### src/design/dcb_pkg.sv
package dcb_pkg;
	// command byte fields
	localparam int CMD_DIR_BIT = 6;
	// timing, in own units
	localparam int CLK_HZ = 40_000_000;
	localparam int DESEL_MAX_US = 20_000;
	localparam int WRDIS_MAX_NS = 1_000;
	localparam int INIT_MAX_S = 90;
	localparam int CLK_NS = 25;
	localparam int WRDIS_CYC = WRDIS_MAX_NS / CLK_NS;
	localparam int DESEL_CYC = DESEL_MAX_US * (CLK_HZ / 1_000_000);
	localparam longint INIT_CYC = longint'(INIT_MAX_S) * CLK_HZ;
	// reset values
	localparam logic [7:0] STATUS_RST = 8'h00;
	localparam logic [7:0] PARAM_RST = 8'h00;
	// general_status field positions
	localparam int GS_LINK_ERR_BIT = 1;
	// sense byte 2 field positions
	localparam int SB2_INIT_BIT = 0;
	typedef enum logic [4:0] {
		DCB_IDLE  = 5'b00001,
		DCB_CACK  = 5'b00010,
		DCB_WPAR  = 5'b00100,
		DCB_PACK  = 5'b01000,
		DCB_SACK  = 5'b10000
	} dcb_state_e;
endpackage : dcb_pkg

### src/design/dcb_port.sv
// Contract
// - bus lines active low both sides
// - direction line picks who drives bus
// - strobe means radial, requests mean byte mode
// - unit number from chosen bus line
// - dir+strobe: own line is selection
// - strobe without dir: drive service flag
// - byte mode is two handshaked bytes
// - command bit 6 picks parameter direction
// - direction mismatch sets flag and link error
// - first request while reading flags error
// - drive returns status byte on read
// - bus line zero is byte lsb
// - control lines active low
// - ignore protocol while interface inactive
// - deselect and disable write on inactive
// - reset on inactive, flag on return
// - initial state reached within ninety seconds
// - initial state clears parameters except spin
// - initial state clears errors, sets init bit
// - strobe edge selects or deselects unit
// - selected drive acknowledges selection
// - busy withholds command acknowledge
`timescale 1ns/1ps
`default_nettype none
module dcb_port
	import dcb_pkg::*;
#(
	parameter int UNIT     = 0,
	parameter int DESEL_N  = DESEL_CYC,
	parameter int STRICT   = 1
) (
	// clock and reset
	input  wire logic       sys_clk_i,
	input  wire logic       resetn_i,
	// shared control bus, active low
	input  wire logic [7:0] bus_n_i,
	output logic      [7:0] bus_n_o,
	output logic      [7:0] bus_n_oe_n_o,
	// host control lines, active low
	input  wire logic       radial_strobe_n_i,
	input  wire logic       first_byte_req_n_i,
	input  wire logic       second_byte_req_n_i,
	input  wire logic       host_to_device_dir_n_i,
	input  wire logic       interface_active_n_i,
	input  wire logic       write_gate_n_i,
	// device control lines, active low
	output logic            byte_handshake_ack_n_o,
	output logic            busy_n_o,
	// drive-side view
	input  wire logic       dev_busy_i,
	input  wire logic       service_req_i,
	input  wire logic       service_clear_i,
	input  wire logic       init_done_i,
	input  wire logic       unit_reset_cmd_i,
	input  wire logic [7:0] status_byte_i,
	output logic            selected_o,
	output logic            service_flag_o,
	output logic            write_enable_o,
	output logic            in_init_o,
	output logic            cmd_valid_o,
	output logic      [7:0] cmd_byte_o,
	output logic      [7:0] param_byte_o,
	output logic            param_valid_o,
	output logic            status_taken_o,
	output logic      [7:0] general_status_o,
	output logic      [7:0] sense2_o
);
	if (UNIT < 0 || UNIT > 7) begin : g_bad_unit
		$error("UNIT must be 0..7");
	end
	if (DESEL_N < 1) begin : g_bad_desel
		$error("DESEL_N must be at least 1");
	end

	// synchronised pins, inverted to active-high
	logic [7:0] bus_s;
	logic [5:0] ctl_s;
	dcb_sync #(.W(8), .RST(1'b1)) u_bus_sync (
		.sys_clk_i (sys_clk_i),
		.resetn_i  (resetn_i),
		.d_i       (bus_n_i),
		.q_o       (bus_s)
	);
	dcb_sync #(.W(6), .RST(1'b1)) u_ctl_sync (
		.sys_clk_i (sys_clk_i),
		.resetn_i  (resetn_i),
		.d_i       ({write_gate_n_i, interface_active_n_i,
		             host_to_device_dir_n_i, second_byte_req_n_i,
		             first_byte_req_n_i, radial_strobe_n_i}),
		.q_o       (ctl_s)
	);

	wire [7:0] bus_v   = ~bus_s;
	wire       strb    = ~ctl_s[0];
	wire       req1    = ~ctl_s[1];
	wire       req2    = ~ctl_s[2];
	wire       dir_out = ~ctl_s[3];
	wire       ifa     = ~ctl_s[4];
	wire       wgate   = ~ctl_s[5];

	logic            strb_d;
	logic            ifa_d;
	logic            sel;
	logic            svc;
	logic            sel_ack;
	logic            ack;
	logic            init;
	logic            pend_flag;
	logic [7:0]      cmd;
	logic [7:0]      par;
	logic [7:0]      gs;
	logic [7:0]      sb2;
	logic [7:0]      drv;
	logic [7:0]      oe;
	logic [31:0]     desel_cnt;
	dcb_state_e      st;
	dcb_state_e      next_st;

	wire live       = ifa;
	wire strb_rise  = live && strb && !strb_d;
	wire radial     = live && strb;
	wire my_line    = bus_v[UNIT];
	wire sel_edge   = strb_rise && dir_out;
	wire attn_mode  = radial && !dir_out;
	wire ifa_fall   = ifa_d && !ifa;
	wire init_reached = pend_flag && init_done_i && ifa;
	wire go_init    = ifa_fall || unit_reset_cmd_i;
	wire cmd_take   = st == DCB_IDLE && sel && live && req1 && dir_out
	                  && !dev_busy_i;
	wire bad_req1   = STRICT != 0 && st == DCB_IDLE && sel && live
	                  && req1 && !dir_out;
	wire par_out    = cmd[CMD_DIR_BIT];
	wire par_req    = st == DCB_WPAR && live && req2;
	wire dir_bad    = par_req && (dir_out != par_out);
	wire par_take   = par_req && !dir_bad && dir_out;
	wire stat_take  = par_req && !dir_bad && !dir_out;
	wire proto_err  = dir_bad || bad_req1;
	wire svc_set    = service_req_i || proto_err
	                  || init_reached;
	wire desel_due  = !ifa && desel_cnt >= 32'(DESEL_N - 1);

	// byte-transfer sequencer, four-phase handshake
	always_comb begin
		next_st = st;
		unique case (st)
			DCB_IDLE: if (cmd_take) next_st = DCB_CACK;
			DCB_CACK: if (!req1) next_st = DCB_WPAR;
			DCB_WPAR: begin
				if (par_take) next_st = DCB_PACK;
				else if (stat_take) next_st = DCB_SACK;
				else if (dir_bad) next_st = DCB_IDLE;
			end
			DCB_PACK: if (!req2) next_st = DCB_IDLE;
			DCB_SACK: if (!req2) next_st = DCB_IDLE;
			default:  next_st = DCB_IDLE;
		endcase
	end

	// bus drive: status byte or attention bit only
	always_comb begin
		drv = 8'hff;
		oe  = 8'hff;
		if (attn_mode) begin
			drv[UNIT] = !svc;
			oe[UNIT]  = 1'b0;
		end else if (st == DCB_SACK && sel && !dir_out) begin
			drv = ~status_byte_i;
			oe  = 8'h00;
		end
	end

	always_ff @(posedge sys_clk_i) begin
		if (!resetn_i) begin
			strb_d <= 1'b0;
			ifa_d  <= 1'b0;
		end else begin
			strb_d <= strb;
			ifa_d  <= ifa;
		end
	end

	always_ff @(posedge sys_clk_i) begin
		if (!resetn_i || ifa) desel_cnt <= '0;
		else if (!desel_due) desel_cnt <= desel_cnt + 32'd1;
	end

	always_ff @(posedge sys_clk_i) begin
		if (!resetn_i) st <= DCB_IDLE;
		else if (!live || go_init) st <= DCB_IDLE;
		else st <= next_st;
	end

	always_ff @(posedge sys_clk_i) begin
		if (!resetn_i) begin
			sel     <= 1'b0;
			sel_ack <= 1'b0;
		end else if (go_init || desel_due) begin
			sel     <= 1'b0;
			sel_ack <= 1'b0;
		end else if (sel_edge) begin
			sel     <= my_line;
			sel_ack <= my_line;
		end else if (!strb) begin
			sel_ack <= 1'b0;
		end
	end

	always_ff @(posedge sys_clk_i) begin
		if (!resetn_i) ack <= 1'b0;
		else if (!live || go_init) ack <= 1'b0;
		else ack <= next_st == DCB_CACK || next_st == DCB_PACK
		            || next_st == DCB_SACK;
	end

	always_ff @(posedge sys_clk_i) begin
		if (!resetn_i) begin
			init      <= 1'b1;
			pend_flag <= 1'b1;
		end else if (go_init) begin
			init      <= 1'b1;
			pend_flag <= 1'b1;
		end else begin
			if (init_done_i && ifa) init <= 1'b0;
			if (init_reached)
				pend_flag <= 1'b0;
		end
	end

	always_ff @(posedge sys_clk_i) begin
		if (!resetn_i) svc <= 1'b0;
		else if (svc_set) svc <= 1'b1;
		else if (service_clear_i || go_init) svc <= 1'b0;
	end

	always_ff @(posedge sys_clk_i) begin
		if (!resetn_i || go_init) begin
			cmd <= PARAM_RST;
			par <= PARAM_RST;
			gs  <= STATUS_RST;
			sb2 <= STATUS_RST;
			sb2[SB2_INIT_BIT] <= 1'b1;
		end else begin
			if (cmd_take) cmd <= bus_v;
			if (par_take) par <= bus_v;
			if (proto_err) gs[GS_LINK_ERR_BIT] <= 1'b1;
			else if (service_clear_i) gs[GS_LINK_ERR_BIT] <= 1'b0;
		end
	end

	always_ff @(posedge sys_clk_i) begin
		if (!resetn_i) begin
			bus_n_o                <= 8'hff;
			bus_n_oe_n_o           <= 8'hff;
			byte_handshake_ack_n_o <= 1'b1;
			busy_n_o               <= 1'b1;
			write_enable_o         <= 1'b0;
			cmd_valid_o            <= 1'b0;
			param_valid_o          <= 1'b0;
			status_taken_o         <= 1'b0;
		end else begin
			bus_n_o                <= drv;
			bus_n_oe_n_o           <= oe;
			byte_handshake_ack_n_o <= !(ack || sel_ack);
			busy_n_o               <= !dev_busy_i;
			write_enable_o         <= ifa && sel && wgate;
			cmd_valid_o            <= cmd_take;
			param_valid_o          <= par_take;
			status_taken_o         <= stat_take;
		end
	end

	always_ff @(posedge sys_clk_i) begin
		if (!resetn_i) begin
			selected_o       <= 1'b0;
			service_flag_o   <= 1'b0;
			in_init_o        <= 1'b1;
			cmd_byte_o       <= PARAM_RST;
			param_byte_o     <= PARAM_RST;
			general_status_o <= STATUS_RST;
			sense2_o         <= STATUS_RST;
		end else begin
			selected_o       <= sel;
			service_flag_o   <= svc;
			in_init_o        <= init;
			cmd_byte_o       <= cmd;
			param_byte_o     <= par;
			general_status_o <= gs;
			sense2_o         <= sb2;
		end
	end
endmodule : dcb_port
`default_nettype wire

### src/design/dcb_sync.sv
`timescale 1ns/1ps
`default_nettype none
// two-stage synchroniser, reset value selectable
module dcb_sync #(
	parameter int      W   = 1,
	parameter logic    RST = 1'b1
) (
	input  wire logic         sys_clk_i,
	input  wire logic         resetn_i,
	input  wire logic [W-1:0] d_i,
	output logic      [W-1:0] q_o
);
	logic [W-1:0] meta;

	if (W < 1) begin : g_bad_w
		$error("W must be at least 1");
	end

	always_ff @(posedge sys_clk_i) begin
		if (!resetn_i) begin
			meta <= {W{RST}};
			q_o  <= {W{RST}};
		end else begin
			meta <= d_i;
			q_o  <= meta;
		end
	end
endmodule : dcb_sync
`default_nettype wire

### config.mk
export PLATFORM = sky130hd
export DESIGN_NAME = dcb_port
export DESIGN_NICKNAME = d
export VERILOG_FILES = /design/src/design/dcb_pkg.sv /design/src/design/dcb_port.sv /design/src/design/dcb_sync.sv
export SDC_FILE = /design/constraint.sdc
export NUM_CORES = 1
export LEC_CHECK = 0
export BUFFER_PORTS_ARGS = -buffer_cell sky130_fd_sc_hd__buf_2
export CAP_MARGIN = 20
export CORE_ASPECT_RATIO = 1.75
export CORE_UTILIZATION = 59
export CTS_CLUSTER_DIAMETER = 150
export CTS_CLUSTER_SIZE = 24
export DETAILED_ROUTE_END_ITERATION = 7
export GPL_TIMING_DRIVEN = 1
export PLACE_DENSITY = 0.9
export SLEW_MARGIN = 10
export SYNTH_ARGS = -nofsm -noshare
export SYNTH_HDL_FRONTEND = slang
export SYNTH_SLANG_ARGS = --single-unit
### constraint.sdc
create_clock -name sys_clk_i -period 4.3 [get_ports sys_clk_i]
set_input_delay 0.215 -clock sys_clk_i [delete_from_list [all_inputs] [get_ports sys_clk_i]]
set_output_delay 0.215 -clock sys_clk_i [all_outputs]
set_load 0.01 [all_outputs]
==> flow_summary.yaml <==
floorplan:
  die-area_um2: 8090
  fp-row-count: 42
  dieHeight_um: 118
  core_um2: 7510
  start_util_pct: 60.6
  pin_count: 86
  die-width_um: 68.4
critical_path:
  r2r_setup_slack_ns: 1.62
  start_kind: "flip-flop"
  crit_required_ns: 4.62
  critPathBufInv: 0
  path_cells: "nor4_1, nand4_1, or4b_1, or3_1, a21oi_1"
  path_class: "flip-flop to flip-flop"
  cp_max_fo: 13
  critical_path.top_delay_family: "simple AND/OR/NAND/NOR gates"
  worstSetupEndpointType: "flip-flop"
  cp_data_arrival_time_ns: 3.01
  r2r_cells: 5
  r2r-start: "desel_cnt[24]$_SDFFE_PP0N_"
  worst_path_max_delay_cell: "or4b_1"
  r2r_end: "desel_cnt[15]$_SDFFE_PP0N_"
  crit_path_max_incr_delay_ns: 0.76
sta:
  final.period_utilization_pct: 62.4
  finalSetupViolCount: 0
  hold_viol: 0
  setup-tns-final_ns: 0
  report.final.slew_viol_count: 0
  slew-limit-headroom_pct: 41.6
  fin_skew_ns: 0.00583
  period_minus_slack_ns: 2.68
  grt_setup_unrepaired: "false"
  max_clock_freq_mhz: 373
  worst_pin_slew_ns: 0.875
clock_network:
  cts.repair.resized: 0
  cts_hold_buf: 22
  ctsLongestPathBuffers: 2
  cts_tree: "done"
  clkTransAtPathRegs_ns: 0.06
  cts_sinks: 127
  cts_root_buf: "clkbuf_16"
  cts_setup_buffers: 0
  cts_made_buffers: 17
  h-tree-depth: 4
  insertion_delay_ns: 0.41
worst_hold_path:
  min_to: "gs[1]$_SDFFE_PP0P_"
  hp-class: "input pin to flip-flop"
  whs_path_depth: 3
  hold_start: "service_clear_i"
final_layout:
  final_cells: 648
  area_delta_synth_final_pct: 24.2
  layout.nets: 577
  drive_above_1_share_pct: 20.2
  diodes: 0
  final_area_um2: 5660
yosys:
  synthTopCellsByArea: "dfxtp_1 (56%), nand2b_1 (4.5%), buf_4 (3.5%)"
  yosysSeqAreaShare_pct: 55.8
  avgSynthCellArea_um2: 9.80
  synth_edf_count: 0
  ys_seq_elements: 127
  yosys.area.top_type: "dfxtp_1"
  yosysWarningCount: 0
  synthArstFlopShare_pct: 0
  yosysTopAreaCellShare_pct: 55.8
  synth_flop_cell: "dfxtp_1"
  netlist_area_um2: 4560
  synthCells: 465
  synth_most_common_cell: "dfxtp_1"
  synth_common_cells: "dfxtp_1 (127), nor2_1 (38), nand2b_1 (33)"
  synthDistinctLibCells: 53
global_route:
  grt-ovfl-total: 0
  grt_use_total_pct: 28.4
  antenna_found_initial: 0
  grt_max_degree: 37
  grt_pass1_vias: 3715
  grt_pass1_wl_um: 16700
routing:
  drc: 0
  drt_wl_total_um: 10300
  avgRoutedWirePerCell_um: 15.8
  viasPerCell: 5.60
  dr.first_iter.drc_count: 322
  vias: 3630
  first_pass_iters: 4
  ant_nets: 0
placement:
  gp_congestion: 0.889
  place_inst: 593
  portBuffers: 71
  placed_area_um2: 4810
  hpwlAfterDp_um: 6450
pwr:
  peakVddDrop_uv: 288
  leakage_nw: 2.33
  power_density_nw_per_um2: 488
job:
  maxCapViolCount: 0
outcome:
  status: "finished clean"
cells by family (layout without fill, tap and decap cells):
kind of cell | Yosys count | count (layout) | synth area share [%]
AOI/OAI and AO/OA | 70 | 70 | 10.4
DFF | 127 | 127 | 55.8
xor gates and xnor gates | 9 | 9 | 1.73
buffers and inverters | 53 | 135 | 6.48
adders and majority gates | 1 | 1 | 0.275
muxes | 4 | 4 | 0.879
and+or+nand+nor | 200 | 200 | 24.3
other | 1 | 14 | 0.0823
worst reg2reg max path: cells and delay by family (launching register included):
family	cells	cell delay (ns)
compound gates	1	0.16
flops	1	0.30
simple gates	4	2.14
worst max path at each step:
stage / start / end / slack [ns] / cells after the start
detailed placement: desel_cnt[24]$_SDFFE_PP0N_ / desel_cnt[15]$_SDFFE_PP0N_ / 1.65 / 5
global route: desel_cnt[24]$_SDFFE_PP0N_ / desel_cnt[15]$_SDFFE_PP0N_ / 1.29 / 5
floorplan: st[4]$_SDFF_PP0_ / par[5]$_SDFFE_PP0P_ / 2.10 / 8
global placement: desel_cnt[20]$_SDFFE_PP0N_ / desel_cnt[15]$_SDFFE_PP0N_ / 1.81 / 5
finish: desel_cnt[24]$_SDFFE_PP0N_ / desel_cnt[15]$_SDFFE_PP0N_ / 1.62 / 5
CTS: desel_cnt[24]$_SDFFE_PP0N_ / desel_cnt[15]$_SDFFE_PP0N_ / 1.61 / 5
per-stage QoR:
stage | util (%) | hold slack [ns] | total power [mW] | worst slack, ns
2_1_floorplan | - | 0.243 | 1.28 | 2.10
3_3_place_gp | 64.0 | 0.378 | 1.29 | 1.81
3_5_place_dp | 64.0 | 0.379 | 1.29 | 1.65
4_1_cts | 75.2 | 0.0903 | 2.77 | 1.61
5_1_grt | 75.3 | 0.110 | 2.83 | 1.29
6_report | 75.3 | 0.0987 | 2.76 | 1.62
report_power, final:
part / internal [mW] / switching (mW) / total, mW
Combinational: 0.0374 / 0.0396 / 0.0770
Sequential: 1.19 / 0.0117 / 1.21
Clock: 0.937 / 0.540 / 1.48
registers in the layout (all words and copies together), names as in the netlist, 8 cells and up:
register	flops
desel_cnt	32
bus_n_o	8
cmd	8
cmd_byte_o	8
par	8
param_byte_o	8
u_bus_sync.meta	8
u_bus_sync.q_o	8
placed cells by master, fill, tap and decap left out, types with 3 or more instances in the layout:
cell type and n:
or2_2 3, and3_1 15, inv_6 4, o211ai_1 3
nand2_1 29, dfxtp_1 127, and2_1 20, nand2b_1 33
a211oi_1 15, nand4_1 6, xor2_1 4, clkbuf_16 17
nor3_1 8, or3_1 5, o31ai_1 4, nor4_1 8
and4_1 3, conb_1 14, a31oi_1 5, nor2_1 38
nor2b_1 5, buf_2 71, mux2i_1 4, inv_1 8
dlygate4sd3_1 22, o21ai_0 10, xnor2_1 5, a21oi_1 16
or4_1 5, bufinv_16 3, nand3_1 12
layer usage:
metal	vias up	wire, um	GRT usage, %
met1	1715	3510	26.8
met4	0	361	16.8
met2	149	5800	50.1
met5	-	0	0
li1	1732	-	-
met3	34	586	9.07
final cells by class:
type / instances / area [um^2]
Tap cell: 88 / 110
Clock buffer: 18 / 439
Timing Repair Buffer: 95 / 591
Inverter: 8 / 30.0
Sequential cell: 127 / 2540
Fill cell: 482 / 1860
Clock inverter: 14 / 179
Multi-Input combinational cell: 298 / 1770
Note: power is estimated with default switching activity, not from simulation.
